**src/shared/uglyph_pkg.sv**
```systemverilog
// Functional notes
// - 5x8: code bits 2:0 become glyph memory address bits 5:3, eight glyphs
// - a one bit in glyph memory lights its dot, a zero leaves it dark
// - 5x8: address bits 2:0 select the row within the glyph
// - 5x8: eighth row is the cursor row, shown as pattern OR cursor
// - host keeps eighth row zero; any set bit there lights regardless of cursor
// - glyph memory is used whenever code bits 7:4 are all zero
// - 5x8: code bit 3 ignored, so 00h and 08h show the same glyph
// - row bits 4:0 drive five columns, bit 4 is the leftmost
// - 5x10: code bits 2:1 become address bits 5:4, four glyphs
// - 5x10: address bits 3:0 select the row within the glyph
// - 5x10: eleventh row is the cursor row, shown as pattern OR cursor
// - host keeps eleventh row zero; any set bit there lights regardless of cursor
// - 5x10: code bits 0 and 3 ignored, 00h 01h 08h 09h alike
package uglyph_pkg;
	localparam int CODE_W      = 8;
	localparam int ADDR_W      = 6;
	localparam int DATA_W      = 8;
	localparam int DOTS        = 5;
	localparam int DEPTH       = 64;
	localparam int ROW8_W      = 3;
	localparam int ROW10_W     = 4;
	localparam logic [3:0] ROW8_CURSOR  = 4'h7;
	localparam logic [3:0] ROW10_CURSOR = 4'ha;
	localparam logic [3:0] USER_HIGH    = 4'h0;
	localparam logic [DATA_W-1:0] MEM_RESET = 8'h00;
endpackage

```
**src/core/uglyph_lookup.sv**
```systemverilog
`timescale 1ns/1ps
// user glyph lookup: character code plus row to lit dot columns, two cycle latency
module uglyph_lookup (
	input  wire logic                            clk,
	input  wire logic                            rst_n,
	input  wire logic                            font_5x10,
	input  wire logic [uglyph_pkg::CODE_W-1:0]   char_code,
	input  wire logic [3:0]                      row_idx,
	input  wire logic                            cursor_on,
	input  wire logic                            wr_en,
	input  wire logic [uglyph_pkg::ADDR_W-1:0]   wr_addr,
	input  wire logic [uglyph_pkg::DATA_W-1:0]   wr_data,
	output logic                                 user_hit,
	output logic      [uglyph_pkg::DOTS-1:0]     dots
);
	////////////////////////////////////////////////////////////////////////////////
	// decode helpers, shared by the datapath and by the checks below
	//
	// timing of one lookup, counted from the edge that samples the inputs:
	//   edge 0: char_code, row_idx, font_5x10 and cursor_on are sampled,
	//           the memory read address is launched and the side bits stored
	//   edge 1: the row byte stands in row_data, the dot columns are formed
	//   edge 2: dots and user_hit stand for one cycle
	// the side bits travel in a one-deep register chain so they meet the row
	// byte of their own lookup; a slower memory would need a deeper chain
	// codes with a nonzero upper nibble still read the memory, but their byte
	// is masked: reading always keeps the memory port free of extra muxing

	// a code picks user memory only when its upper nibble is zero
	function automatic logic user_code(
		input logic [uglyph_pkg::CODE_W-1:0] code
	);
		return (code[7:4] == uglyph_pkg::USER_HIGH);
	endfunction

	// memory address for one glyph row; code bit 3 never takes part
	function automatic logic [uglyph_pkg::ADDR_W-1:0] glyph_addr(
		input logic                          wide,
		input logic [uglyph_pkg::CODE_W-1:0] code,
		input logic [3:0]                    row
	);
		if (wide) begin
			return {code[2:1], row};
		end
		return {code[2:0], row[2:0]};
	endfunction

	// 5x10 rows past the cursor row are never shown; 5x8 uses every row
	function automatic logic row_shown(
		input logic       wide,
		input logic [3:0] row
	);
		if (wide) begin
			return (row <= uglyph_pkg::ROW10_CURSOR);
		end
		return 1'b1;
	endfunction

	// the last shown row of a glyph carries the cursor
	function automatic logic cursor_row(
		input logic       wide,
		input logic [3:0] row
	);
		if (wide) begin
			return (row == uglyph_pkg::ROW10_CURSOR);
		end
		return (row[2:0] == uglyph_pkg::ROW8_CURSOR[2:0]);
	endfunction

	// column view of a row byte for the checks: dots[0] takes data bit 4
	function automatic logic [uglyph_pkg::DOTS-1:0] flip_dots(
		input logic [uglyph_pkg::DATA_W-1:0] data
	);
		return {data[0], data[1], data[2], data[3], data[4]};
	endfunction

	////////////////////////////////////////////////////////////////////////////////
	// address forming
	logic [uglyph_pkg::ADDR_W-1:0] rd_addr;
	logic                          hit_now;
	logic                          row_ok;
	logic                          cur_now;

	// only the upper nibble picks user memory; bit 3 never takes part
	assign hit_now = user_code(char_code);
	// 5x8: code[2:0] glyph, row[2:0] line; 5x10: code[2:1] glyph, row[3:0] line
	assign rd_addr = glyph_addr(font_5x10, char_code, row_idx);
	// rows past the cursor row of a 5x10 glyph are blank
	assign row_ok  = row_shown(font_5x10, row_idx);
	assign cur_now = cursor_row(font_5x10, row_idx);

	////////////////////////////////////////////////////////////////////////////////
	// storage and pipeline alignment with the registered memory read
	logic [uglyph_pkg::DATA_W-1:0] row_data;
	logic                          hit_ff;
	logic                          ok_ff;
	logic                          cur_ff;
	logic                          con_ff;
	logic [uglyph_pkg::DOTS-1:0]   nxt_dots;
	logic [uglyph_pkg::DOTS-1:0]   dots_ff;
	logic                          hitq_ff;

	uglyph_mem u_mem (
		.clk     (clk),
		.wr_en   (wr_en),
		.wr_addr (wr_addr),
		.wr_data (wr_data),
		.rd_addr (rd_addr),
		.rd_data (row_data)
	);

	// side info follows the read by one cycle so it lines up with row_data
	always_ff @(posedge clk) begin
		if (!rst_n) begin
			hit_ff <= 1'b0;
			ok_ff  <= 1'b0;
			cur_ff <= 1'b0;
			con_ff <= 1'b0;
		end else begin
			hit_ff <= hit_now;
			ok_ff  <= row_ok;
			cur_ff <= cur_now;
			con_ff <= cursor_on;
		end
	end

	uglyph_dots u_dots (
		.row_data   (row_data),
		.row_valid  (hit_ff & ok_ff),
		.cursor_row (cur_ff),
		.cursor_on  (con_ff),
		.dots       (nxt_dots)
	);

	// outputs registered so the dot data never glitches (two cycles total)
	always_ff @(posedge clk) begin
		if (!rst_n) begin
			dots_ff <= '0;
			hitq_ff <= 1'b0;
		end else begin
			dots_ff <= nxt_dots;
			hitq_ff <= hit_ff;
		end
	end
	assign dots     = dots_ff;
	assign user_hit = hitq_ff;

	////////////////////////////////////////////////////////////////////////////////
	// checks
	a_ignored_code: assert property (@(posedge clk) disable iff (!rst_n)
		!$past(hit_now) |-> ##1 (dots == '0)) else $error("non user code lit dots");
	a_rows_blank: assert property (@(posedge clk) disable iff (!rst_n)
		(font_5x10 && row_idx > uglyph_pkg::ROW10_CURSOR) |-> ##2 (dots == '0))
		else $error("5x10 row past cursor row lit");
	a_cursor_or: assert property (@(posedge clk) disable iff (!rst_n)
		(hit_now && cursor_on && !font_5x10 && row_idx[2:0] == 3'h7) |-> ##2 (dots == 5'h1f))
		else $error("cursor row not fully lit");
	a_cursor10_or: assert property (@(posedge clk) disable iff (!rst_n)
		(hit_now && cursor_on && font_5x10 && row_idx == 4'ha) |-> ##2 (dots == 5'h1f))
		else $error("5x10 cursor row not fully lit");
	a_cursor_off: assert property (@(posedge clk) disable iff (!rst_n)
		(hit_now && !cursor_on) |-> ##2
		((dots & ~flip_dots($past(row_data))) == 5'h0)) else $error("cursor lit while off");
	a_col_order: assert property (@(posedge clk) disable iff (!rst_n)
		(hit_ff && ok_ff && !(cur_ff && con_ff)) |-> ##1
		(dots == {$past(row_data[0]), $past(row_data[1]), $past(row_data[2]),
		$past(row_data[3]), $past(row_data[4])})) else $error("column order wrong");
	a_addr8: assert property (@(posedge clk) disable iff (!rst_n)
		!font_5x10 |-> (rd_addr[5:3] == char_code[2:0] && rd_addr[2:0] == row_idx[2:0]))
		else $error("5x8 address wrong");
	a_addr10: assert property (@(posedge clk) disable iff (!rst_n)
		font_5x10 |-> (rd_addr[5:4] == char_code[2:1] && rd_addr[3:0] == row_idx))
		else $error("5x10 address wrong");
	a_hit_delay: assert property (@(posedge clk) disable iff (!rst_n)
		##2 (user_hit == $past(char_code[7:4] == 4'h0, 2))) else $error("hit latency");

	////////////////////////////////////////////////////////////////////////////////
	// stage checks: every register of the chain carries its own lookup
	// the chain checks are guarded by the previous reset level, because the
	// first edge after release still shows the cleared stage, not the input
	// limitation: the memory is not reset, so a lookup of a row that the host
	// never wrote shows unknown dots; the checks that compare against the row
	// byte are only meaningful once the host has filled the rows in use
	// the cursor checks look at the whole row: the cursor is a full line here,
	// not an underline of some columns, which keeps the OR a single gate level

	// the user memory is chosen by the upper nibble alone
	a_hit_decode: assert property (@(posedge clk) disable iff (!rst_n)
		hit_now == (char_code[7:4] == 4'h0))
		else $error("user code decode wrong");

	// the hit flag follows the sampled code by one edge
	a_hit_stage: assert property (@(posedge clk) disable iff (!rst_n)
		$past(rst_n) |-> (hit_ff == $past(hit_now)))
		else $error("hit stage out of step");

	// the hit output follows the hit stage by one edge
	a_hit_out: assert property (@(posedge clk) disable iff (!rst_n)
		$past(rst_n) |-> (user_hit == $past(hit_ff)))
		else $error("hit output out of step");

	// the row shown flag travels with its row byte
	a_row_stage: assert property (@(posedge clk) disable iff (!rst_n)
		$past(rst_n) |-> (ok_ff == $past(row_ok)))
		else $error("row stage out of step");

	// the cursor row flag travels with its row byte
	a_cur_stage: assert property (@(posedge clk) disable iff (!rst_n)
		$past(rst_n) |-> (cur_ff == $past(cur_now)))
		else $error("cursor row stage out of step");

	// the cursor enable travels with its row byte
	a_con_stage: assert property (@(posedge clk) disable iff (!rst_n)
		$past(rst_n) |-> (con_ff == $past(cursor_on)))
		else $error("cursor enable stage out of step");

	// the dot output is the registered column word
	a_dots_stage: assert property (@(posedge clk) disable iff (!rst_n)
		$past(rst_n) |-> (dots == $past(nxt_dots)))
		else $error("dot output out of step");

	// every 5x8 row is a shown row
	a_narrow_rows: assert property (@(posedge clk) disable iff (!rst_n)
		!font_5x10 |-> row_ok)
		else $error("5x8 row hidden");

	// 5x10 rows up to the cursor row are shown, later ones are not
	a_wide_rows: assert property (@(posedge clk) disable iff (!rst_n)
		font_5x10 |-> (row_ok == (row_idx <= 4'ha)))
		else $error("5x10 row range wrong");

	// the eighth row is the only 5x8 cursor row
	a_narrow_cur_sel: assert property (@(posedge clk) disable iff (!rst_n)
		!font_5x10 |-> (cur_now == (row_idx[2:0] == 3'h7)))
		else $error("5x8 cursor row wrong");

	// the eleventh row is the only 5x10 cursor row
	a_wide_cur_sel: assert property (@(posedge clk) disable iff (!rst_n)
		font_5x10 |-> (cur_now == (row_idx == 4'ha)))
		else $error("5x10 cursor row wrong");

	// the cursor lights nothing outside its own row
	a_cursor_no_leak: assert property (@(posedge clk) disable iff (!rst_n)
		(hit_now && cursor_on && !cur_now) |-> ##2
		((dots & ~flip_dots($past(row_data))) == 5'h0)) else $error("cursor leaked");

	// with the cursor off a stray bit in the 5x8 cursor row still lights
	a_stray_bit8: assert property (@(posedge clk) disable iff (!rst_n)
		(hit_now && !cursor_on && !font_5x10 && row_idx[2:0] == 3'h7) |-> ##2
		(dots == flip_dots($past(row_data)))) else $error("5x8 stray bit lost");

	// with the cursor off a stray bit in the 5x10 cursor row still lights
	a_stray_bit10: assert property (@(posedge clk) disable iff (!rst_n)
		(hit_now && !cursor_on && font_5x10 && row_idx == 4'ha) |-> ##2
		(dots == flip_dots($past(row_data)))) else $error("5x10 stray bit lost");

	// reset leaves the outputs dark and the hit flag low
	a_reset_dark: assert property (@(posedge clk)
		!rst_n |-> ##1 (dots == 5'h0 && !user_hit))
		else $error("outputs not cleared by reset");

	// set bits above the five columns never light a dot
	a_high_bits_dark: assert property (@(posedge clk) disable iff (!rst_n)
		(hit_ff && ok_ff && row_data[4:0] == 5'h0 && !(cur_ff && con_ff)) |-> ##1
		(dots == 5'h0)) else $error("upper data bits lit");

	// a non user lookup in the middle stage gives a dark output
	a_dark_late: assert property (@(posedge clk) disable iff (!rst_n)
		!hit_ff |-> ##1 (dots == 5'h0))
		else $error("masked lookup lit dots");

	// a non user code never raises the hit flag
	a_nonuser_stage: assert property (@(posedge clk) disable iff (!rst_n)
		!hit_now |-> ##1 !hit_ff)
		else $error("hit stage set for non user code");

	// a user code raises the hit output two edges later
	a_user_out: assert property (@(posedge clk) disable iff (!rst_n)
		hit_now |-> ##2 user_hit)
		else $error("user code missed");

	// a non user code keeps the hit output low two edges later
	a_nonuser_out: assert property (@(posedge clk) disable iff (!rst_n)
		!hit_now |-> ##2 !user_hit)
		else $error("non user code flagged");

	// a shown cursor row with the cursor on lights every column
	a_cursor_full_late: assert property (@(posedge clk) disable iff (!rst_n)
		(hit_ff && ok_ff && cur_ff && con_ff) |-> ##1 (dots == 5'h1f))
		else $error("cursor row stage not full");

	// a hidden row stays dark whatever its byte holds
	a_hidden_row_dark: assert property (@(posedge clk) disable iff (!rst_n)
		(hit_ff && !ok_ff) |-> ##1 (dots == 5'h0))
		else $error("hidden row lit");
endmodule // uglyph_lookup

```
**src/core/uglyph_mem.sv**
```systemverilog
`timescale 1ns/1ps
// small pattern store with registered read data
// a read of the address being written in the same cycle returns the old byte
module uglyph_mem #(
	parameter int AW = uglyph_pkg::ADDR_W,
	parameter int DW = uglyph_pkg::DATA_W
) (
	input  wire logic          clk,
	input  wire logic          wr_en,
	input  wire logic [AW-1:0] wr_addr,
	input  wire logic [DW-1:0] wr_data,
	input  wire logic [AW-1:0] rd_addr,
	output logic      [DW-1:0] rd_data
);
	logic [DW-1:0] mem_ff [0:(1<<AW)-1];

	// no reset on the array: contents are undefined until the host writes them
	always_ff @(posedge clk) begin
		if (wr_en) begin
			mem_ff[wr_addr] <= wr_data;
		end
		rd_data <= mem_ff[rd_addr];
	end
endmodule // uglyph_mem

```
**src/core/uglyph_dots.sv**
```systemverilog
`timescale 1ns/1ps
// row byte to dot columns, column 0 is the leftmost on the panel
module uglyph_dots (
	input  wire logic [uglyph_pkg::DATA_W-1:0] row_data,
	input  wire logic                          row_valid,
	input  wire logic                          cursor_row,
	input  wire logic                          cursor_on,
	output logic      [uglyph_pkg::DOTS-1:0]   dots
);
	logic [uglyph_pkg::DOTS-1:0] pat;
	genvar gi;
	// bits 7:5 are dropped here on purpose
	generate
		for (gi = 0; gi < uglyph_pkg::DOTS; gi++) begin : g_col
			assign pat[gi] = row_data[uglyph_pkg::DOTS-1-gi];
		end
	endgenerate
	// one lights, zero stays dark; cursor ORs in without masking data
	// stray bits in a cursor row stay visible with the cursor off
	assign dots = row_valid ? (pat | {uglyph_pkg::DOTS{cursor_row & cursor_on}}) : '0;
endmodule // uglyph_dots

```
**config.mk**
```make
export PLATFORM = sky130hd
export DESIGN_NAME = uglyph_lookup
export DESIGN_NICKNAME = d
export VERILOG_FILES = /design/src/shared/uglyph_pkg.sv /design/src/core/uglyph_lookup.sv /design/src/core/uglyph_mem.sv /design/src/core/uglyph_dots.sv
export SDC_FILE = /design/constraint.sdc
export NUM_CORES = 1
export LEC_CHECK = 0
export ABC_AREA = 1
export BUFFER_PORTS_ARGS = -buffer_cell sky130_fd_sc_hd__buf_2
export CORE_AREA = 2 2 194 196
export CTS_BUF_LIST = sky130_fd_sc_hd__clkbuf_4
export CTS_CLUSTER_SIZE = 30
export DETAILED_ROUTE_END_ITERATION = 6
export DIE_AREA = 0 0 196 198
export GPL_ROUTABILITY_DRIVEN = 0
export HOLD_SLACK_MARGIN = 0.03
export PLACE_DENSITY = 0.74
export SETUP_SLACK_MARGIN = 0.4
export SYNTH_ARGS = -nofsm -noshare
export SYNTH_HDL_FRONTEND = slang
export SYNTH_HIERARCHICAL = 1
export SYNTH_SLANG_ARGS = --single-unit
```
**constraint.sdc**
```tcl
create_clock -name clk -period 3.6 [get_ports clk]
set_input_delay 0.18 -clock clk [delete_from_list [all_inputs] [get_ports clk]]
set_output_delay 0.18 -clock clk [all_outputs]
set_load 0.02 [all_outputs]
```
### Word level (Yosys, flattened, before mapping)

Memories as Yosys holds them, arrays and structs flattened. A register that Yosys moved wholly into a read port is not among the register bits.
Index checks and enable logic that the tools add are counted.

* register bits after elaboration: 10
* latch bits: 0
* memory bits (writable): 512
* bits in read-only memories: 0
* bits of input ports: 31
* output and inout bits: 6
* logic and storage cells: 24
* memories: 1

Memories
* u_mem.mem_ff: words 64, width 8, read ports 1, clocked after memory_dff 1, write ports 1, RTL line uglyph_mem.sv:15 `logic [DW-1:0] mem_ff [0:(1<<AW)-1];`

* add/sub/neg operators: 0
* $mul: 0
* divide/modulo/power cells: 0
* order comparisons: 1
* equal/unequal tests: 2
* shifts and indexed selects: 0
* muxes and demuxes: 9
* bitwise logic cells: 3
* reduce and logical (&&, ||, !) cells: 2

Operator list (count)
* 6-bit 2-to-1 mux: 2
* 1-bit 2-to-1 mux: 7
* 5-bit OR: 1
* 4-bit == test (second input constant): 1
* 4-bit less-or-equal comparator (second input constant): 1
* 4-bit zero test: 1
* 3-bit == test (second input constant): 1
* 1-bit AND: 2
* 2-bit AND reduction: 1

### Longest topological paths before layout

* depth in word-level cells: 3
* mapped depth: 12
* depth with buffers taken out: 9

### By module

The synthesis kept the hierarchy.

Modules (own cells, without submodules)
* uglyph_mem: times used 1, cells an instance 1805, area an instance 21339.2 µm², sequential area each 15534.9 µm²
* uglyph_lookup: times used 1, cells an instance 45, area an instance 354.1 µm², sequential area each 200.2 µm²
* uglyph_dots: times used 1, cells an instance 12, area an instance 53.8 µm², sequential area each 0.0 µm²

### Least setup slack after synthesis

No wires, ideal clock.

* path kind: in2reg
* start: input wr_en
* end: memory u_mem/mem_ff[48][0] (netlist name), enable pin
* library setup time: 0.395 ns
* arrival time: 1.551 ns
* data required time: 3.205 ns
* path slack: 1.654 ns
* cell stages on the path: 3
* path buffers: 1
* path through: clkbuf_1 -> nand4_1 -> nor4_1

* cells in the longest elaborated chain, start to end: 2

RTL lines
* from (decl): RTL line uglyph_lookup.sv:10 `input wire logic wr_en,`
* 1-bit 2-to-1 mux: RTL line uglyph_mem.sv:19 `if (wr_en) begin`
* 1-bit 2-to-1 mux (not written as such): RTL line uglyph_mem.sv:20 `mem_ff[wr_addr] <= wr_data;`
* to (decl): RTL line uglyph_mem.sv:15

No other way between the ends.

### Final worst setup path

* start: input row_idx[1]
* end: register u_mem.rd_data[2] (read register of u_mem.mem_ff)

* cells in the longest elaborated chain, start to end: 2

RTL lines
* from (decl): RTL line uglyph_lookup.sv:8 `input wire logic [3:0] row_idx,`
* 6-bit 2-to-1 mux: RTL line uglyph_lookup.sv:42 `if (wide) begin`
* 6-bit 2-to-1 mux (*): RTL line uglyph_lookup.sv:45 `return {code[2:0], row[2:0]};`
* to (decl): RTL line uglyph_mem.sv:13 `output logic [DW-1:0] rd_data`

Every way passes the cells marked *; elsewhere a longest branch is shown, timed or not. The select of a mux whose other input is x is not followed.
A chain may end at the register's enable or synchronous reset.

==> reports/metrics.cfg <==
[die]
die_h_um=198
core-area_um2=37000
io_pins=37
start_util_pct=38.4
die_area_um2=38800
std_cell_rows=71
die_x_um=196

[timing]
relSlewSlack_pct=22.1
layout_min_cycle_time_ps=2730
hold_viol_final=0
drv_slew=0
setup_viol=0
rsz0062_at_grt=false
max_freq_ghz=0.367
fin_crit_sh_pct=75.7
tns_ps=0
layout_setup_ws_ps=875
worstMarginPinSlew_ps=1160
clock_skew_ps=21.6

[cells_and_area]
drive_above_1_share_pct=13.6
mostFrequentLayoutCell=nand2_1
syn_to_final_growth_pct=9.21
seq_area_um2=9910
final_cell_mix=nand2_1 (418), edfxtp_1 (320), nand3_1 (277)
multiInputGateArea_um2=3350
fillerInstances=3386
fin_nets=1327

[detailed_routing]
postRouteAntennaNets=0
via_per_inst=5.15
drtPass1Iterations=5
drc=0
wl_per_cell_um=17.0
vias=9442
drt-initial-drc-count=1016
wl_um=31100

[critical_path]
worstPathMaxFanout=50
crit_chain=buf_2, inv_2, buf_12, nand3_1, nand3_1, nand2_1, nand2_1, nand3_1, nand3_1, dlygate4sd3_1, nand2_1, dlygate4sd3_1
slowest_stage=dlygate4sd3_1
critPathTopFamily=buffers and inverters
cp.required_ps=4240
cpPeakStageDelay_ps=570
crit_type=in2reg
crit_arrival_ps=3370
crit_path_end_kind=register
worstSetupStartpointType=input pin
path_buf_inv=5
crit_top_cell=nand3_1

[clock_network]
clockBufferDepth=3
cts_sinks=335
clkLatencyLatePin_ps=710
cts_root_buffer=clkbuf_4
clk_pin_slew_ps=80
numCtsBuffers=83
h-tree-depth=3
cts_tree=yes
post_cts_buffers=0

[placed_design]
dp_hpwl_um=17900
io_buffers=32
dp_slack_ps=1230

[power_and_ir_drop]
vdd_drop_max_uv=199
power.density_nw_per_um2=513
p_leak_uw=0.00574

[min_path]
min_path_type=in2reg

[status]
outcome=completed

[logic_synthesis]
synthesis.area_um2=14200
synth_nets=1293
ys.warnings.count=6
avgSynthCellArea_um2=11.3
netlist_instances=1262

[global_routing]
grt_pass1_wl_um=48400
antenna_found_initial=3
grt_max_degree=154
grt_overflow=0
grt_use_total_pct=16.1
grt_pass1_vias=9164

[flow_run]
maxCapViolations=0

-- path summary, 6_finish.rpt --
check             cells past startpoint  slack (ps)                start             endpoint
setup / recovery                     12         870           row_idx[1]     u_mem/rd_data[2]
setup reg to reg                     10        1270  u_mem/mem_ff[51][2]     u_mem/rd_data[2]
hold reg to reg                       2         440               hit_ff             user_hit
hold / removal                        1         110           wr_data[3]  u_mem/mem_ff[20][3]
-- registers in the layout, summed over array words and instances, names as in the netlist --
signal / count
con_ff: 1
cur_ff: 1
dots: 5
hit_ff: 1
ok_ff: 1
u_mem/mem_ff: 320
u_mem/rd_data: 5
user_hit: 1
-- cell type report --
type	instances	area share [%]
Sequential cell	335	63.9
Multi-Input combinational cell	782	21.6
Clock buffer	119	5.76
Tap cell	474	3.82
Timing Repair Buffer	62	2.89
Clock inverter	29	1.11
Inverter	31	0.807
Timing Repair inverter	1	0.0323
Antenna cell	2	0.0323
-- metrics by stage --
step / hold WS, ps / area, um2 / utilization (%) / cells / power [uW]
floorplan: 256 / 14200 / - / 1262 / 4740
global placement: 344 / 14200 / 38.5 / 1665 / 4860
detailed placement: 346 / 14200 / 38.5 / 1665 / 4870
CTS: 87.9 / 15500 / 41.9 / 1832 / 8010
global route: 116 / 15500 / 42.0 / 1835 / 8270
finish: 112 / 15500 / 42.0 / 1835 / 7950
-- layer usage --
metal	GRT usage, %	vias up	part of all wire (%)
li1	-	4459	-
met1	19.7	4471	39
met2	27.7	442	50
met3	3.12	68	8.5
met4	7.66	2	2.7
met5	0	-	0.042
-- where the power goes --
part / internal [uW] / switching (uW)
clock: 1670 / 1470
combinational: 135 / 367
sequential: 4300 / 8.92
-- timing repair --
item | in CTS | in global routing
endpoints found under the setup margin | 0 | 1
hold endpoints to repair | 96 | 0
gates resized for setup | 0 | 2
hold buffers | 19 | 0
-- worst reg2reg max path: stages (launching register included) --
cell and delay, ps:
edfxtp_1 350, nand2_1 70, nand3_1 120, nand3_1 150, nand2_1 110, nand2_1 80
nand3_1 120, nand3_1 100, dlygate4sd3_1 550, nand2_1 50, dlygate4sd3_1 530
No activity file was read; power rests on OpenSTA's default activity.
